<file path="src/ccd_defines.vh">
`ifndef CCD_DEFINES_VH
`define CCD_DEFINES_VH

// Register indices; byte address is four times the index
`define CCD_IDX_DIV1_CNT 10'h196
`define CCD_IDX_DIV1_CTL 10'h197
`define CCD_IDX_DIV1_ROUTE 10'h198
`define CCD_IDX_DIV21_CNT 10'h199
`define CCD_IDX_DIV2_PHASE 10'h19A
`define CCD_IDX_DIV22_CNT 10'h19B
`define CCD_IDX_DIV2_CTL 10'h19C
`define CCD_IDX_DIV2_DCC 10'h19D
`define CCD_IDX_DIV31_CNT 10'h19E
`define CCD_IDX_STATUS 10'h1F0

// Reset values
`define CCD_RST_BYTE 8'h00

// Divider 1 control and routing fields
`define CCD_D1_NOSYNC 6
`define CCD_D1_START_HI 4
`define CCD_D1_DIRECT 1
`define CCD_D1_DCC_OFF 0

// Divider 2 control and duty-correction fields
`define CCD_D22_BYPASS 5
`define CCD_D21_BYPASS 4
`define CCD_D2_NOSYNC 3
`define CCD_D2_FORCE_HI 2
`define CCD_D22_START_HI 1
`define CCD_D21_START_HI 0
`define CCD_D2_DCC_OFF 0

// Distribution source select codes
`define CCD_SRC_OSC 2'h2
`define CCD_SRC_EXT 2'h0

// Bus responses
`define CCD_RESP_OKAY 2'h0
`define CCD_RESP_SLVERR 2'h2

`endif

</file>
<file path="src/ccd_channel_dividers.v">
`timescale 1ns/1ps
`include "ccd_defines.vh"
// Function
// - Divider 1 control bit 4 sets the start level of the second LVPECL divider, low at reset.
// - Divider 1 control bits 3:0 give that divider a coarse phase offset, zero at reset.
// - With routing bit 1 at 0 the second LVPECL pair is driven by its divider.
// - With routing bit 1 at 1 the pair takes the oscillator on source 10b, the external clock on 00b, and is unchanged on 01b.
// - Routing bit 0 at 1 turns duty-cycle correction of that divider off; 0 keeps it on.
// - With correction off, divider 2.1 stays low for bits 7:4 plus one and high for bits 3:0 plus one input cycles.
// - With correction off, divider 2.2 stays low for its upper nibble plus one and high for its lower nibble plus one input cycles.
// - Divider 3.1 always has duty-cycle correction on: high for half of both nibbles plus two, rounded down, and low for the rest, in input cycles.
// - The shared phase register gives divider 2.2 its upper nibble and divider 2.1 its lower nibble.
// - Divider 2 control bit 5 bypasses divider 2.2, passing its input to its output.
// - Divider 2 control bit 4 bypasses divider 2.1, passing its input to its output.
// - Divider 2 control bit 3 makes the cascaded pair ignore the chip-level sync.
// - Divider 2 control bit 2 sets the forced pair level, which applies only with sync ignore set.
// - Divider 2 control bits 1 and 0 set the start levels of dividers 2.2 and 2.1.
// - Divider 2 correction bit 0 turns duty-cycle correction of the pair off when 1.
// - Divider 1 control bit 6 makes the second LVPECL divider ignore the chip-level sync.

module ccd_divider (
  input wire core_clk_i,
  input wire rst_i,
  input wire in_en_i,
  input wire in_lvl_i,
  input wire hold_i,
  input wire [3:0] low_cnt_i,
  input wire [3:0] high_cnt_i,
  input wire [3:0] phase_i,
  input wire start_hi_i,
  input wire bypass_i,
  input wire dcc_off_i,
  output reg div_out_o
);
  reg level;
  reg [4:0] cnt;
  reg [3:0] phase_left;
  wire [5:0] total;
  wire [4:0] hi_even;
  wire [4:0] hi_len;
  wire [4:0] lo_len;
  wire [4:0] cur_len;

  // Six bits, since both nibbles at their top give a total of 32
  assign total = {2'b00, low_cnt_i} + {2'b00, high_cnt_i} + 6'h02;
  // Correction evens out the halves; odd totals give the extra cycle low
  assign hi_even = total[5:1];
  assign hi_len = dcc_off_i ? {1'b0, high_cnt_i} + 5'h01 : hi_even;
  assign lo_len = dcc_off_i ? {1'b0, low_cnt_i} + 5'h01 :
    total[4:0] - hi_even;
  assign cur_len = level ? hi_len : lo_len;

  always @(posedge core_clk_i) begin
    if (rst_i) begin
      level <= 1'b0;
      cnt <= 5'h00;
      phase_left <= 4'h0;
      div_out_o <= 1'b0;
    end else if (bypass_i) begin
      // Divider logic idle while bypassed
      div_out_o <= in_lvl_i;
      cnt <= 5'h00;
    end else if (hold_i) begin
      level <= start_hi_i;
      cnt <= 5'h00;
      phase_left <= phase_i;
      div_out_o <= start_hi_i;
    end else begin
      div_out_o <= level;
      if (in_en_i) begin
        if (phase_left != 4'h0) begin
          phase_left <= phase_left - 4'h1;
        end else if (cnt == cur_len - 5'h01) begin
          level <= ~level;
          cnt <= 5'h00;
        end else begin
          cnt <= cnt + 5'h01;
        end
      end
    end
  end
endmodule

module ccd_channel_dividers (
  input wire core_clk_i,
  input wire rst_i,
  input wire osc_clk_i,
  input wire ext_clk_i,
  input wire sync_i,
  input wire [1:0] dist_src_sel_i,
  input wire [11:0] s_axi_awaddr_i,
  input wire s_axi_awvalid_i,
  output reg s_axi_awready_o,
  input wire [31:0] s_axi_wdata_i,
  input wire [3:0] s_axi_wstrb_i,
  input wire s_axi_wvalid_i,
  output reg s_axi_wready_o,
  output reg [1:0] s_axi_bresp_o,
  output reg s_axi_bvalid_o,
  input wire s_axi_bready_i,
  input wire [11:0] s_axi_araddr_i,
  input wire s_axi_arvalid_i,
  output reg s_axi_arready_o,
  output reg [31:0] s_axi_rdata_o,
  output reg [1:0] s_axi_rresp_o,
  output reg s_axi_rvalid_o,
  input wire s_axi_rready_i,
  output reg pecl_pair_b_out_a_o,
  output reg pecl_pair_b_out_b_o,
  output reg lvds_pair_a_out_o,
  output reg lvds_pair_b_stage1_out_o
);
  reg [7:0] div1_cycle_counts;
  reg [7:0] divider1_control;
  reg [7:0] divider1_routing;
  reg [7:0] div21_cycle_counts;
  reg [7:0] div2_phase_offsets;
  reg [7:0] div22_cycle_counts;
  reg [7:0] divider2_control;
  reg [7:0] divider2_duty_correction;
  reg [7:0] div31_cycle_counts;

  reg osc_meta;
  reg osc_sync;
  reg ext_meta;
  reg ext_sync;
  reg sync_meta;
  reg sync_lvl;
  reg dist_lvl;
  reg dist_prev;
  wire dist_en;

  wire d1_out;
  wire d21_out;
  wire d22_out;
  wire d31_out;
  reg d21_prev;
  wire d22_en;
  wire hold1;
  wire hold2;
  wire direct_hit;
  reg next_pecl;
  reg next_pair;

  reg aw_full;
  reg w_full;
  reg [9:0] aw_idx;
  reg [7:0] w_byte;
  reg w_lane0;
  reg wr_hit;
  reg [7:0] rd_byte;
  reg rd_hit;

  // Pins are asynchronous to the core clock
  always @(posedge core_clk_i) begin
    if (rst_i) begin
      osc_meta <= 1'b0;
      osc_sync <= 1'b0;
      ext_meta <= 1'b0;
      ext_sync <= 1'b0;
      sync_meta <= 1'b0;
      sync_lvl <= 1'b0;
      dist_lvl <= 1'b0;
      dist_prev <= 1'b0;
      d21_prev <= 1'b0;
    end else begin
      osc_meta <= osc_clk_i;
      osc_sync <= osc_meta;
      ext_meta <= ext_clk_i;
      ext_sync <= ext_meta;
      sync_meta <= sync_i;
      sync_lvl <= sync_meta;
      dist_lvl <= (dist_src_sel_i == `CCD_SRC_OSC) ? osc_sync : ext_sync;
      dist_prev <= dist_lvl;
      d21_prev <= d21_out;
    end
  end

  // Each divider input cycle is one rising edge of the sampled source, or of divider 2.1's output for divider 2.2
  assign dist_en = dist_lvl & ~dist_prev;
  assign d22_en = d21_out & ~d21_prev;
  assign hold1 = sync_lvl & ~divider1_control[`CCD_D1_NOSYNC];
  assign hold2 = sync_lvl & ~divider2_control[`CCD_D2_NOSYNC];

  ccd_divider u_div1 (
    .core_clk_i(core_clk_i),
    .rst_i(rst_i),
    .in_en_i(dist_en),
    .in_lvl_i(dist_lvl),
    .hold_i(hold1),
    .low_cnt_i(div1_cycle_counts[7:4]),
    .high_cnt_i(div1_cycle_counts[3:0]),
    .phase_i(divider1_control[3:0]),
    .start_hi_i(divider1_control[`CCD_D1_START_HI]),
    .bypass_i(1'b0),
    .dcc_off_i(divider1_routing[`CCD_D1_DCC_OFF]),
    .div_out_o(d1_out)
  );

  ccd_divider u_div21 (
    .core_clk_i(core_clk_i),
    .rst_i(rst_i),
    .in_en_i(dist_en),
    .in_lvl_i(dist_lvl),
    .hold_i(hold2),
    .low_cnt_i(div21_cycle_counts[7:4]),
    .high_cnt_i(div21_cycle_counts[3:0]),
    .phase_i(div2_phase_offsets[3:0]),
    .start_hi_i(divider2_control[`CCD_D21_START_HI]),
    .bypass_i(divider2_control[`CCD_D21_BYPASS]),
    .dcc_off_i(divider2_duty_correction[`CCD_D2_DCC_OFF]),
    .div_out_o(d21_out)
  );

  ccd_divider u_div22 (
    .core_clk_i(core_clk_i),
    .rst_i(rst_i),
    .in_en_i(d22_en),
    .in_lvl_i(d21_out),
    .hold_i(hold2),
    .low_cnt_i(div22_cycle_counts[7:4]),
    .high_cnt_i(div22_cycle_counts[3:0]),
    .phase_i(div2_phase_offsets[7:4]),
    .start_hi_i(divider2_control[`CCD_D22_START_HI]),
    .bypass_i(divider2_control[`CCD_D22_BYPASS]),
    .dcc_off_i(divider2_duty_correction[`CCD_D2_DCC_OFF]),
    .div_out_o(d22_out)
  );

  // Only the counts of this stage are controlled here
  ccd_divider u_div31 (
    .core_clk_i(core_clk_i),
    .rst_i(rst_i),
    .in_en_i(dist_en),
    .in_lvl_i(dist_lvl),
    .hold_i(sync_lvl),
    .low_cnt_i(div31_cycle_counts[7:4]),
    .high_cnt_i(div31_cycle_counts[3:0]),
    .phase_i(4'h0),
    .start_hi_i(1'b0),
    .bypass_i(1'b0),
    .dcc_off_i(1'b0),
    .div_out_o(d31_out)
  );

  assign direct_hit = divider1_routing[`CCD_D1_DIRECT] &&
    (dist_src_sel_i == `CCD_SRC_OSC || dist_src_sel_i == `CCD_SRC_EXT);

  always @* begin
    // Source 01b and 11b leave the divider in charge
    next_pecl = direct_hit ? dist_lvl : d1_out;
    next_pair = d22_out;
    if (sync_lvl && divider2_control[`CCD_D2_NOSYNC]) begin
      next_pair = divider2_control[`CCD_D2_FORCE_HI];
    end
  end

  always @(posedge core_clk_i) begin
    if (rst_i) begin
      pecl_pair_b_out_a_o <= 1'b0;
      pecl_pair_b_out_b_o <= 1'b0;
      lvds_pair_a_out_o <= 1'b0;
      lvds_pair_b_stage1_out_o <= 1'b0;
    end else begin
      pecl_pair_b_out_a_o <= next_pecl;
      pecl_pair_b_out_b_o <= next_pecl;
      lvds_pair_a_out_o <= next_pair;
      lvds_pair_b_stage1_out_o <= d31_out;
    end
  end

  // Write decode on the latched word index
  always @* begin
    wr_hit = 1'b1;
    case (aw_idx)
      `CCD_IDX_DIV1_CNT, `CCD_IDX_DIV1_CTL, `CCD_IDX_DIV1_ROUTE,
      `CCD_IDX_DIV21_CNT, `CCD_IDX_DIV2_PHASE, `CCD_IDX_DIV22_CNT,
      `CCD_IDX_DIV2_CTL, `CCD_IDX_DIV2_DCC, `CCD_IDX_DIV31_CNT,
      `CCD_IDX_STATUS: wr_hit = 1'b1;
      default: wr_hit = 1'b0;
    endcase
  end

  always @* begin
    rd_hit = 1'b1;
    case (s_axi_araddr_i[11:2])
      `CCD_IDX_DIV1_CNT: rd_byte = div1_cycle_counts;
      `CCD_IDX_DIV1_CTL: rd_byte = divider1_control;
      `CCD_IDX_DIV1_ROUTE: rd_byte = divider1_routing;
      `CCD_IDX_DIV21_CNT: rd_byte = div21_cycle_counts;
      `CCD_IDX_DIV2_PHASE: rd_byte = div2_phase_offsets;
      `CCD_IDX_DIV22_CNT: rd_byte = div22_cycle_counts;
      `CCD_IDX_DIV2_CTL: rd_byte = divider2_control;
      `CCD_IDX_DIV2_DCC: rd_byte = divider2_duty_correction;
      `CCD_IDX_DIV31_CNT: rd_byte = div31_cycle_counts;
      `CCD_IDX_STATUS: rd_byte = {3'h0, sync_lvl, lvds_pair_b_stage1_out_o,
        lvds_pair_a_out_o, pecl_pair_b_out_a_o, dist_lvl};
      default: begin
        rd_byte = 8'h00;
        rd_hit = 1'b0;
      end
    endcase
  end

  // Write channel: address and data taken in either order
  always @(posedge core_clk_i) begin
    if (rst_i) begin
      s_axi_awready_o <= 1'b1;
      s_axi_wready_o <= 1'b1;
      s_axi_bvalid_o <= 1'b0;
      s_axi_bresp_o <= `CCD_RESP_OKAY;
      aw_full <= 1'b0;
      w_full <= 1'b0;
      aw_idx <= 10'h000;
      w_byte <= 8'h00;
      w_lane0 <= 1'b0;
      div1_cycle_counts <= `CCD_RST_BYTE;
      divider1_control <= `CCD_RST_BYTE;
      divider1_routing <= `CCD_RST_BYTE;
      div21_cycle_counts <= `CCD_RST_BYTE;
      div2_phase_offsets <= `CCD_RST_BYTE;
      div22_cycle_counts <= `CCD_RST_BYTE;
      divider2_control <= `CCD_RST_BYTE;
      divider2_duty_correction <= `CCD_RST_BYTE;
      div31_cycle_counts <= `CCD_RST_BYTE;
    end else begin
      if (s_axi_awvalid_i && s_axi_awready_o) begin
        aw_idx <= s_axi_awaddr_i[11:2];
        aw_full <= 1'b1;
        s_axi_awready_o <= 1'b0;
      end
      if (s_axi_wvalid_i && s_axi_wready_o) begin
        w_byte <= s_axi_wdata_i[7:0];
        w_lane0 <= s_axi_wstrb_i[0];
        w_full <= 1'b1;
        s_axi_wready_o <= 1'b0;
      end
      if (aw_full && w_full && !s_axi_bvalid_o) begin
        s_axi_bvalid_o <= 1'b1;
        s_axi_bresp_o <= wr_hit ? `CCD_RESP_OKAY : `CCD_RESP_SLVERR;
        aw_full <= 1'b0;
        w_full <= 1'b0;
        if (w_lane0) begin
          case (aw_idx)
            `CCD_IDX_DIV1_CNT: div1_cycle_counts <= w_byte;
            `CCD_IDX_DIV1_CTL: divider1_control <= w_byte;
            `CCD_IDX_DIV1_ROUTE: divider1_routing <= w_byte;
            `CCD_IDX_DIV21_CNT: div21_cycle_counts <= w_byte;
            `CCD_IDX_DIV2_PHASE: div2_phase_offsets <= w_byte;
            `CCD_IDX_DIV22_CNT: div22_cycle_counts <= w_byte;
            `CCD_IDX_DIV2_CTL: divider2_control <= w_byte;
            `CCD_IDX_DIV2_DCC: divider2_duty_correction <= w_byte;
            `CCD_IDX_DIV31_CNT: div31_cycle_counts <= w_byte;
            default: begin
            end
          endcase
        end
      end
      if (s_axi_bvalid_o && s_axi_bready_i) begin
        s_axi_bvalid_o <= 1'b0;
        s_axi_awready_o <= 1'b1;
        s_axi_wready_o <= 1'b1;
      end
    end
  end

  // Read channel answers one cycle after the address is taken
  always @(posedge core_clk_i) begin
    if (rst_i) begin
      s_axi_arready_o <= 1'b1;
      s_axi_rvalid_o <= 1'b0;
      s_axi_rdata_o <= 32'h00000000;
      s_axi_rresp_o <= `CCD_RESP_OKAY;
    end else begin
      if (s_axi_arvalid_i && s_axi_arready_o) begin
        s_axi_arready_o <= 1'b0;
        s_axi_rvalid_o <= 1'b1;
        s_axi_rdata_o <= {24'h000000, rd_byte};
        s_axi_rresp_o <= rd_hit ? `CCD_RESP_OKAY : `CCD_RESP_SLVERR;
      end
      if (s_axi_rvalid_o && s_axi_rready_i) begin
        s_axi_rvalid_o <= 1'b0;
        s_axi_arready_o <= 1'b1;
      end
    end
  end
endmodule

</file>
<file path="config.mk">
export PLATFORM = sky130hd
export DESIGN_NAME = ccd_channel_dividers
export DESIGN_NICKNAME = d
export VERILOG_FILES = /design/src/ccd_channel_dividers.v
export VERILOG_INCLUDE_DIRS = /design/src
export SDC_FILE = /design/constraint.sdc
export NUM_CORES = 1
export LEC_CHECK = 0
export BUFFER_PORTS_ARGS = -buffer_cell sky130_fd_sc_hd__buf_4
export CORE_ASPECT_RATIO = 2
export CORE_UTILIZATION = 45
export CTS_BUF_LIST = sky130_fd_sc_hd__clkbuf_2 sky130_fd_sc_hd__clkbuf_4 sky130_fd_sc_hd__clkbuf_8
export DETAILED_ROUTE_END_ITERATION = 6
export RECOVER_POWER = 100
export SLEW_MARGIN = 20
export SYNTH_ARGS = -nofsm -noshare
export SYNTH_HDL_FRONTEND = slang
export SYNTH_HIERARCHICAL = 1
export SYNTH_SLANG_ARGS = --single-unit
</file>
<file path="constraint.sdc">
create_clock -name core_clk_i -period 5.9 [get_ports core_clk_i]
set_input_delay 0.295 -clock core_clk_i [delete_from_list [all_inputs] [get_ports core_clk_i]]
set_output_delay 0.295 -clock core_clk_i [all_outputs]
set_load 0.02 [all_outputs]
</file>
Word level (Yosys, flattened, before mapping). Cells that the tools add are included.

Output and inout port bits: 45. Register bits: 166.

Add/sub/neg operators: 30. Reduce and logical (&&, ||, !) cells: 55. Mux-type cells: 48. Bitwise logic cells: 18. Equality and inequality tests: 28.

Operators with widths (number): == test 10 x 9 -> 1 bit, second input constant (20); case mux 8 bit (10 select lines) (1); 2-to-1 mux 5 bit (14); AND reduction 3 bit (13); 2-to-1 mux 4 bit (9); adder 4 x 1 -> 5 bit, second input constant (6); adder 6 x 2 -> 6 bit, second input constant (4); 2-to-1 mux 1 bit (22); adder 4 x 4 -> 5 bit (4); adder 5 x 1 -> 5 bit, second input constant (4); == test 5 bit (4); OR reduction 10 bit (2); subtractor 5 x 1 -> 5 bit, second input constant (4); subtractor 5 bit (4); nonzero test 2 bit (9); nonzero test 4 bit (4); subtractor 4 x 1 -> 4 bit, second input constant (4); inverter 1 bit (14); AND reduction 2 bit (6); OR reduction 2 bit (5); logical AND 1 bit (9); AND reduction 4 bit (2); != test 2 bit, second input constant (3); OR reduction 3 bit (2); other kinds (6) (10).

Logic depth before layout (Yosys ltp). Gate-level depths: netlist of run 1.

Depth after elaboration: 11. Depth in mapped cells: 17. Mapped depth without buffers: 16.

Hierarchy. Netlist of run 1, hierarchy kept.

By module, submodules not included: ccd_channel_dividers (times used 1, sequential area each 2402.3 µm², area an instance 5322.6 µm², cells an instance 622); ccd_divider (u_div21 ...) (times used 3, sequential area each 220.2 µm², area an instance 1680.4 µm², cells an instance 228); ccd_divider (u_div1) (times used 1, sequential area each 220.2 µm², area an instance 1644.1 µm², cells an instance 223).

Worst setup path after synthesis of run 1. Ideal clock, no wire load.

Kind: reg2reg. Start: reg div22_cycle_counts[4]. End: reg u_div22.cnt[1]. Library setup time: 0.075 ns. Arrival time: 3.816 ns. Setup slack: 2.009 ns. Buffers on the path: 1. Data required time: 5.825 ns. Stages on the path, launching flop included: 18. Cells stage by stage: dfxtp_1 ha_1 inv_1 fa_1 xnor2_2 inv_4 ha_1 clkbuf_1 nor3b_1 o21ai_0 a21oi_1 a21bo_2 or3_1 and2_1 nor3b_1 mux2_4 and4_1 o22ai_1.

Word-level cells in the longest chain between the ends: 8.

RTL lines: from (decl) (RTL line ccd_channel_dividers.v:118) `reg [7:0] div22_cycle_counts;`; from (signal assigned) (RTL line ccd_channel_dividers.v:322) `` div22_cycle_counts <= `CCD_RST_BYTE; ``; from (signal assigned) (RTL line ccd_channel_dividers.v:350) `` `CCD_IDX_DIV22_CNT: div22_cycle_counts <= w_byte; ``; adder 4 x 4 -> 5 bit (RTL line ccd_channel_dividers.v:45) `assign total = {2'b00, low_cnt_i} + {2'b00, high_cnt_i} + 6'h02;`; adder 6 x 2 -> 6 bit (RTL line ccd_channel_dividers.v:45); subtractor 5 bit (RTL line ccd_channel_dividers.v:50) `total[4:0] - hi_even;`; 2-to-1 mux 5 bit (RTL line ccd_channel_dividers.v:49) `assign lo_len = dcc_off_i ? {1'b0, low_cnt_i} + 5'h01 :`; 2-to-1 mux 5 bit * (RTL line ccd_channel_dividers.v:51) `assign cur_len = level ? hi_len : lo_len;`; subtractor 5 x 1 -> 5 bit * (RTL line ccd_channel_dividers.v:73) `end else if (cnt == cur_len - 5'h01) begin`; == test 5 bit * (RTL line ccd_channel_dividers.v:73); 2-to-1 mux 5 bit * (RTL line ccd_channel_dividers.v:73); to (signal assigned) (RTL line ccd_channel_dividers.v:77) `cnt <= cnt + 5'h01;`; to (decl) (RTL line ccd_channel_dividers.v:36) `reg [4:0] cnt;`.

Mark *: on every way between the ends. The rest lies on a longest branch, timed or not. A chain may end at the register's enable or synchronous reset.

Final worst setup path of run 1.
Start: reg div21_cycle_counts[4]. End: reg u_div21.cnt[1].

Word-level cells in the longest chain between the ends: 8.

RTL lines: from (decl) (RTL line ccd_channel_dividers.v:116) `reg [7:0] div21_cycle_counts;`; from (signal assigned) (RTL line ccd_channel_dividers.v:320) `` div21_cycle_counts <= `CCD_RST_BYTE; ``; from (signal assigned) (RTL line ccd_channel_dividers.v:348) `` `CCD_IDX_DIV21_CNT: div21_cycle_counts <= w_byte; ``; adder 4 x 4 -> 5 bit (RTL line ccd_channel_dividers.v:45); adder 6 x 2 -> 6 bit (RTL line ccd_channel_dividers.v:45); subtractor 5 bit (RTL line ccd_channel_dividers.v:50); 2-to-1 mux 5 bit (RTL line ccd_channel_dividers.v:49); 2-to-1 mux 5 bit * (RTL line ccd_channel_dividers.v:51); subtractor 5 x 1 -> 5 bit * (RTL line ccd_channel_dividers.v:73); == test 5 bit * (RTL line ccd_channel_dividers.v:73); 2-to-1 mux 5 bit * (RTL line ccd_channel_dividers.v:73); to (signal assigned) (RTL line ccd_channel_dividers.v:77); to (decl) (RTL line ccd_channel_dividers.v:36).

Marked as above.

==> impl_metrics.py, run 1 <==
metrics = {
    "run_status": {
        "run_status": "complete, but fails checks",
        "failed_checks": "max-capacitance violations, max-slew violations",
    },
    "synthesis": {
        "synth-seq-cells": 164,
        "synth_seq_area_share_pct": 27.34,
        "area_fraction_in_compound_gates_after_synthesis_pct": 23.02,
        "ys_dominant_reg_cell": "dfxtp_1",
        "synth-warning-count": 6,
        "largest_family_of_logic_cells_by_synthesized_area": "compound AO/OA/AOI/OAI gates",
        "async_reset_ff_share_pct": 0,
        "synth_most_common_cell": "nand2_1",
        "number_of_enable_flip_flop_cells_after_synthesis": 0,
        "synth_area_leaders": "dfxtp_1, mux2i_1, a21oi_1",
        "syn-cell-area_sq_mm": 0.01201,
        "muxShareOfSynthArea_pct": 8.690,
        "synth_common_cells": "nand2_1, dfxtp_1, nor2_1",
        "synth_xor_xnor_area_share_pct": 6.179,
        "syn_area_per_cell_sq_um": 7.853,
        "synth.top_cell.area_share_pct": 27.34,
        "synth_simple_gate_area_share_pct": 22.11,
        "yosys.area_share.adder_pct": 5.668,
        "post_synth_inst_count": 1529,
        "synth.distinct_cells": 88,
        "largest_area_contributor_in_the_netlist": "dfxtp_1",
    },
    "drt": {
        "wl_cell_um": 17.82,
        "dr_total_vias": 11173,
        "drt_iter0_drc": 758,
        "dr.pass1.iters": 6,
        "via_per_inst": 5.915,
        "final_antenna_net_count": 0,
        "drc": 0,
        "routed_wl_um": 33660,
    },
    "power_and_ir_drop": {
        "power.density_mw_per_mm2": 171.4,
        "worst_ir_drop_vdd_mv": 0.1789,
        "p_leak_nw": 4.758,
    },
    "timing": {
        "post-route-period-util_pct": 85.51,
        "clock-skew-final_ns": 0.01812,
        "timing.slew.headroom_pct": -90.22,
        "maxSlewViolCount": 130,
        "timing.final.setup_violations": 0,
        "final_hold_viol_count": 0,
        "tightest_slew_ns": 2.827,
        "finalSetupTns_ns": 0,
        "max_freq_mhz": 198.2,
        "setup_repair_after_global_routing_missed_its_margin": "false",
        "period_minus_slack_ns": 5.045,
    },
    "placement": {
        "gp_congestion": 0.8921,
        "detailed_placement_hpwl_um": 25340,
        "placed_cells": 1853,
        "portBuffers": 59,
    },
    "critical_path": {
        "setup.reg_to_reg.worst_slack_ns": 0.85,
        "critical_path_class": "flip-flop to flip-flop",
        "worst_r2r_endpoint": "u_div21/cnt[1]",
        "worst_ep_required_time_ns": 6.30,
        "startpoint_type": "flip-flop",
        "critPathCapture": "u_div21/cnt[1]",
        "startpoint_of_the_lowest_slack_register_to_register_path": "div21_cycle_counts[4]",
        "critPathCaptureType": "flip-flop",
        "setup.worst_path.start": "div21_cycle_counts[4]",
        "crit_path_max_fanout": 13,
        "worst_ep_arrival_time_ns": 5.45,
        "reg2reg_depth": 16,
    },
    "layout": {
        "postLayoutCoreUtil_pct": 48.48,
        "final_layout_size_suffix_gt1_share_pct": 8.679,
        "total_area_of_multi_input_combinational_cells_sq_mm": 0.007923,
        "design.final.nets": 1655,
        "area_growth_pct": 6.075,
        "layoutNonFillerInstCount": 1889,
        "num-fill-cells": 2739,
        "area.sequential_sq_mm": 0.003283,
    },
    "global_routing": {
        "first_global_vias": 10606,
        "grt_antenna_before_repair": 0,
        "grt_pass1_wl_um": 53680,
        "grt_remaining_overflow": 0,
        "gr-usage-all-layers_pct": 24.59,
        "grt_max_degree": 61,
    },
    "clock_tree": {
        "clockBufferDepth": 2,
        "cts_tree": "built",
        "cts_num_sinks": 164,
        "cts.root.buffer_cell": "clkbuf_8",
        "cts.reportedPaths.clkPinSlew_ns": 0.10,
        "post_cts_resize_count": 0,
        "cts.htree.levels": 4,
        "worstSkewPairLatency_ns": 0.49,
        "tritoncts.num_buffers": 17,
    },
    "die": {
        "fp.dieW_um": 117.5,
        "fp.dieArea_sq_mm": 0.02738,
        "pin_count": 117,
        "floorplan.initialDensity_pct": 45.70,
        "placementRows": 84,
        "die-height_um": 233.0,
        "core_area_sq_mm": 0.02628,
    },
    "min_path": {
        "hold_removal_path_class": "input pin to flip-flop",
    },
    "flow_run": {
        "maxCapViolCount": 4,
    },
}
[metal layers]
metal	vias up	global-route usage [%]	wire [um]
met5	-	0	0
met4	0	15.63	1846
met3	101	3.358	1006
met2	273	47.89	18370
met1	5325	24.03	12440
li1	5474	-	-
[flip-flops by register name, indices dropped and copies added, names as in the netlist, 8 cells and up]
name and cells:
aw_idx 10, div1_cycle_counts 8, div21_cycle_counts 8, div22_cycle_counts 8
div2_phase_offsets 8, div31_cycle_counts 8, divider1_control 8, divider1_routing 8
divider2_control 8, divider2_duty_correction 8, s_axi_rdata_o 8, w_byte 8
[kinds of logic after synthesis]
| logic type | count (synthesis) |
|---|---|
| XOR/XNOR | 75 |
| adder cells (fa/ha/maj) | 52 |
| flip-flops | 164 |
| AO/OA/AOI/OAI | 420 |
| multiplexers | 91 |
| other | 1 |
| buffers and inverters | 184 |
| AND/OR/NAND/NOR | 542 |
[metrics by stage]
step	cell area [sq um]	setup WS (ns)	power (mW)	hold WS, ns
floorplan	12130	2.009	1.341	0.3641
global placement	12490	1.263	1.395	0.4171
detailed placement	12490	1.255	1.398	0.4273
CTS	12920	1.206	2.212	0.002742
global route	12730	0.4372	2.273	0.006760
finish	12740	0.8549	2.183	0.02471
[worst min path at each step]
stage	start	slack, ns	cells past startpoint	end
after floorplan	rst_i	0.36	1	u_div1/phase_left[0]
after global placement	ext_meta	0.42	1	ext_sync
after detailed placement	ext_meta	0.43	1	ext_sync
after CTS	sync_i	0.003	2	sync_meta
after global routing	sync_i	0.007	2	sync_meta
final	sync_i	0.02	2	sync_meta
[layout make-up]
cell class / instances / share of cell area, %
clock buffer: 17 / 1.837
tap: 344 / 3.379
sequential: 164 / 25.78
multi-input combinational: 1214 / 62.20
antenna: 1 / 0.01965
clock inverter: 15 / 1.306
timing repair buffer: 72 / 3.595
inverter: 62 / 1.886
[where the power goes]
group	switching, mW	leakage, nW	internal (mW)
clock network	0.497	0.195	0.318
registers	0.0367	1.33	1.13
logic	0.125	3.23	0.0767
[timing repair]
action                                  in CTS  in global routing
hold endpoints to repair                     3                  0
setup buffers                                0                  0
endpoints found under the setup margin       0                  0
hold buffers                                 3                  0
[placed cells by master, fill, tap and decap left out, types with 13 or more instances in the layout]
| cell type | netlist | layout |
|---|---|---|
| nor3_1 | 29 | 29 |
| buf_4 | 30 | 45 |
| nand2b_1 | 13 | 13 |
| o22ai_1 | 21 | 21 |
| nor2_1 | 145 | 145 |
| clkbuf_1 | 66 | 24 |
| nand4_1 | 17 | 17 |
| o21ai_0 | 85 | 85 |
| mux2i_1 | 69 | 69 |
| o211ai_1 | 27 | 27 |
| nand3_1 | 56 | 57 |
| dfxtp_1 | 164 | 164 |
| nor2b_1 | 21 | 20 |
| a22oi_1 | 14 | 14 |
| xor2_1 | 34 | 34 |
| a21oi_1 | 134 | 134 |
| conb_1 | 1 | 34 |
| ha_1 | 48 | 48 |
| clkbuf_8 | 0 | 17 |
| nand2_1 | 169 | 169 |
| inv_1 | 55 | 56 |
| a31oi_1 | 25 | 25 |
| nor3b_1 | 14 | 14 |
| xnor2_1 | 33 | 37 |
[critical path: stages, from the launching register on]
cell     delay [ns]
dfxtp_1        0.46
ha_1           0.23
inv_1          0.06
fa_1           0.39
xnor2_1        0.71
inv_4          0.15
ha_1           0.60
xor2_1         0.31
o21ai_0        0.21
and3_1         0.24
o21ai_0        0.19
a31oi_1        0.12
o31ai_1        0.39
mux2i_1        0.13
mux2_1         0.36
and4_1         0.22
o22ai_1        0.17
Power figures use the tool's default switching activity.
==> run 2: changes to the inputs <==
- CORE_UTILIZATION: 45 -> 65
- GPL_ROUTABILITY_DRIVEN: default -> 0
- PLACE_DENSITY: default -> 0.86
==> impl_metrics.py, run 2 (synthesis results as in run 1) <==
metrics = {
    "clock_tree": {
        "cts_tree": "built",
        "cts.htree.levels": 4,
        "post_cts_resize_count": 0,
        "ctsHoldBuffers": 0,
        "cts.reportedPaths.clkPinSlew_ns": 0.10,
        "tritoncts.num_buffers": 17,
        "clockBufferDepth": 2,
        "post-cts-setup-buffers": 0,
        "worstSkewPairLatency_ns": 0.47,
        "cts_num_sinks": 164,
        "cts.root.buffer_cell": "clkbuf_8",
    },
    "global_routing": {
        "grt_remaining_overflow": 0,
        "first_global_vias": 10977,
        "grt_pass1_wl_um": 52300,
        "gr-usage-all-layers_pct": 34.05,
        "grt_max_degree": 56,
        "grt_antenna_before_repair": 0,
    },
    "placement": {
        "placed_cells": 1723,
        "portBuffers": 59,
        "placed_area_sq_mm": 0.01231,
        "detailed_placement_hpwl_um": 23610,
    },
    "drt": {
        "dr_total_vias": 11552,
        "final_antenna_net_count": 0,
        "drt_iter0_drc": 765,
        "wl_met3_um": 1648,
        "via_per_inst": 6.582,
        "wl_cell_um": 18.31,
        "routed.top_layer": "met4",
        "routed_wl_um": 32130,
        "wl_met1_um": 11240,
        "met2_length_um": 16380,
        "drc": 1,
        "dr.pass1.iters": 7,
    },
    "critical_path": {
        "critical-path-top-delay-family": "adder cells",
        "setup.worst_path.start": "div21_cycle_counts[0]",
        "crit_path_max_fanout": 13,
        "critPathBufInv": 2,
        "critical_path_class": "flip-flop to flip-flop",
        "timing.critical_path.depth": 16,
        "startpoint_type": "flip-flop",
        "reg2reg_depth": 16,
        "max_stage_delay_ns": 0.72,
        "slowest_stage": "xnor2_1",
        "cp_cell_sequence": "ha_1 -> inv_1 -> fa_1 -> xnor2_1 -> inv_4 -> ha_1 -> xor2_1 -> o21ai_0 -> xnor2_1 -> a221oi_1 -> a21oi_1 -> o31ai_1 -> mux2i_1 -> mux2_1 -> and4_1 -> o22ai_1",
        "critPathCaptureType": "flip-flop",
        "worst_ep_arrival_time_ns": 5.44,
        "startpoint_of_the_lowest_slack_register_to_register_path": "div21_cycle_counts[0]",
        "setup.reg_to_reg.worst_slack_ns": 0.85,
        "worst_r2r_endpoint": "u_div21/cnt[1]",
        "critPathCapture": "u_div21/cnt[1]",
        "worst_ep_required_time_ns": 6.29,
    },
    "timing": {
        "post-route-period-util_pct": 85.58,
        "maxSlewViolCount": 162,
        "finalSetupTns_ns": 0,
        "setup_repair_after_global_routing_missed_its_margin": "false",
        "timing.final.setup_violations": 0,
        "final_hold_viol_count": 0,
        "clock-skew-final_ns": 0.01913,
        "period_minus_slack_ns": 5.049,
        "max_freq_mhz": 198.1,
        "timing.slew.headroom_pct": -68.86,
        "tightest_slew_ns": 2.510,
    },
    "die": {
        "fp.dieW_um": 98.11,
        "placementRows": 70,
        "fp.dieArea_sq_mm": 0.01905,
        "pin_count": 117,
        "floorplan.initialDensity_pct": 65.91,
        "core_area_sq_mm": 0.01822,
        "die-height_um": 194.2,
    },
    "power_and_ir_drop": {
        "power.share.clock_pct": 38.2,
        "p_switching_mw": 0.6144,
        "switching_share_pct": 27.74,
        "internal_power_mw": 1.600,
        "pwr-share-seq_pct": 52.7,
        "power.density_mw_per_mm2": 176.5,
        "p_leak_nw": 4.744,
        "worst_ir_drop_vdd_mv": 0.2603,
        "comb_power_share_pct": 9.2,
    },
    "layout": {
        "area_growth_pct": 4.512,
        "finalInstanceArea_sq_mm": 0.01255,
        "final_layout_size_suffix_gt1_share_pct": 8.577,
        "layoutNonFillerInstCount": 1755,
        "layout.cells.most_common": "nand2_1",
        "largest-register": "aw_idx",
        "antenna_cells_inserted": 0,
        "design.final.nets": 1650,
        "layout_common_cells": "nand2_1, dfxtp_1, nor2_1, a21oi_1, o21ai_0",
        "largest_register_ffs": 10,
    },
    "run_status": {
        "failed_checks": "design-rule violations, max-capacitance violations, max-slew violations",
        "run_status": "complete, but fails checks",
    },
    "min_path": {
        "hold_removal_path_class": "input pin to flip-flop",
    },
    "flow_run": {
        "maxCapViolCount": 5,
    },
}
-- run 2: area by class of cell --
type                            instances  area (sq um)
Clock buffer                           18         241.5
Clock inverter                         14         168.9
Fill cell                            1507          5668
Inverter                               62         240.2
Multi-Input combinational cell       1214          7933
Sequential cell                       164          3283
Tap cell                              216         270.3
Timing Repair Buffer                   67         412.9
-- run 2: how the worst min path moves through the flow --
stage / end / cells after the start / slack [ns] / startpoint
after global routing: s_axi_wready_o / 2 / 0.03 / s_axi_wvalid_i
after CTS: s_axi_wready_o / 2 / 0.01 / s_axi_wvalid_i
after global placement: sync_lvl / 1 / 0.42 / sync_meta
final: s_axi_awready_o / 2 / 0.04 / s_axi_awvalid_i
after detailed placement: ext_sync / 1 / 0.43 / ext_meta
after floorplan: u_div1/phase_left[0] / 1 / 0.36 / rst_i
-- run 2: worst reg2reg max path: stages (launching register included) --
cell and delay [ns]:
dfxtp_1 0.44, ha_1 0.22, inv_1 0.06, fa_1 0.39, xnor2_1 0.72, inv_4 0.15
ha_1 0.61, xor2_1 0.31, o21ai_0 0.20, xnor2_1 0.17, a221oi_1 0.26, a21oi_1 0.08
o31ai_1 0.48, mux2i_1 0.15, mux2_1 0.37, and4_1 0.22, o22ai_1 0.16
-- run 2: per-stage QoR --
stage	setup WS [ns]	util, %	total power, mW	hold slack [ns]
after floorplan	2.009	-	1.341	0.3641
after global placement	1.423	67.58	1.389	0.4169
after detailed placement	1.287	67.58	1.394	0.4268
after CTS	1.277	69.84	2.222	0.01062
after global routing	0.4946	68.89	2.295	0.02579
final	0.8508	68.89	2.215	0.03596
-- run 2: routing by layer --
metal / global-route usage [%] / vias up
met3: 6.128 / 182
li1: - / 5467
met2: 60.90 / 488
met1: 33.81 / 5415
met5: 0 / -
met4: 27.50 / 0
-- run 2: power groups by stage --
stage	Combinational, mW	Sequential [mW]	Clock (mW)
after global routing	0.222	1.17	0.903
final	0.203	1.17	0.845
after CTS	0.205	1.17	0.851
after detailed placement	0.204	1.19	0
after floorplan	0.168	1.17	0
after global placement	0.199	1.19	0
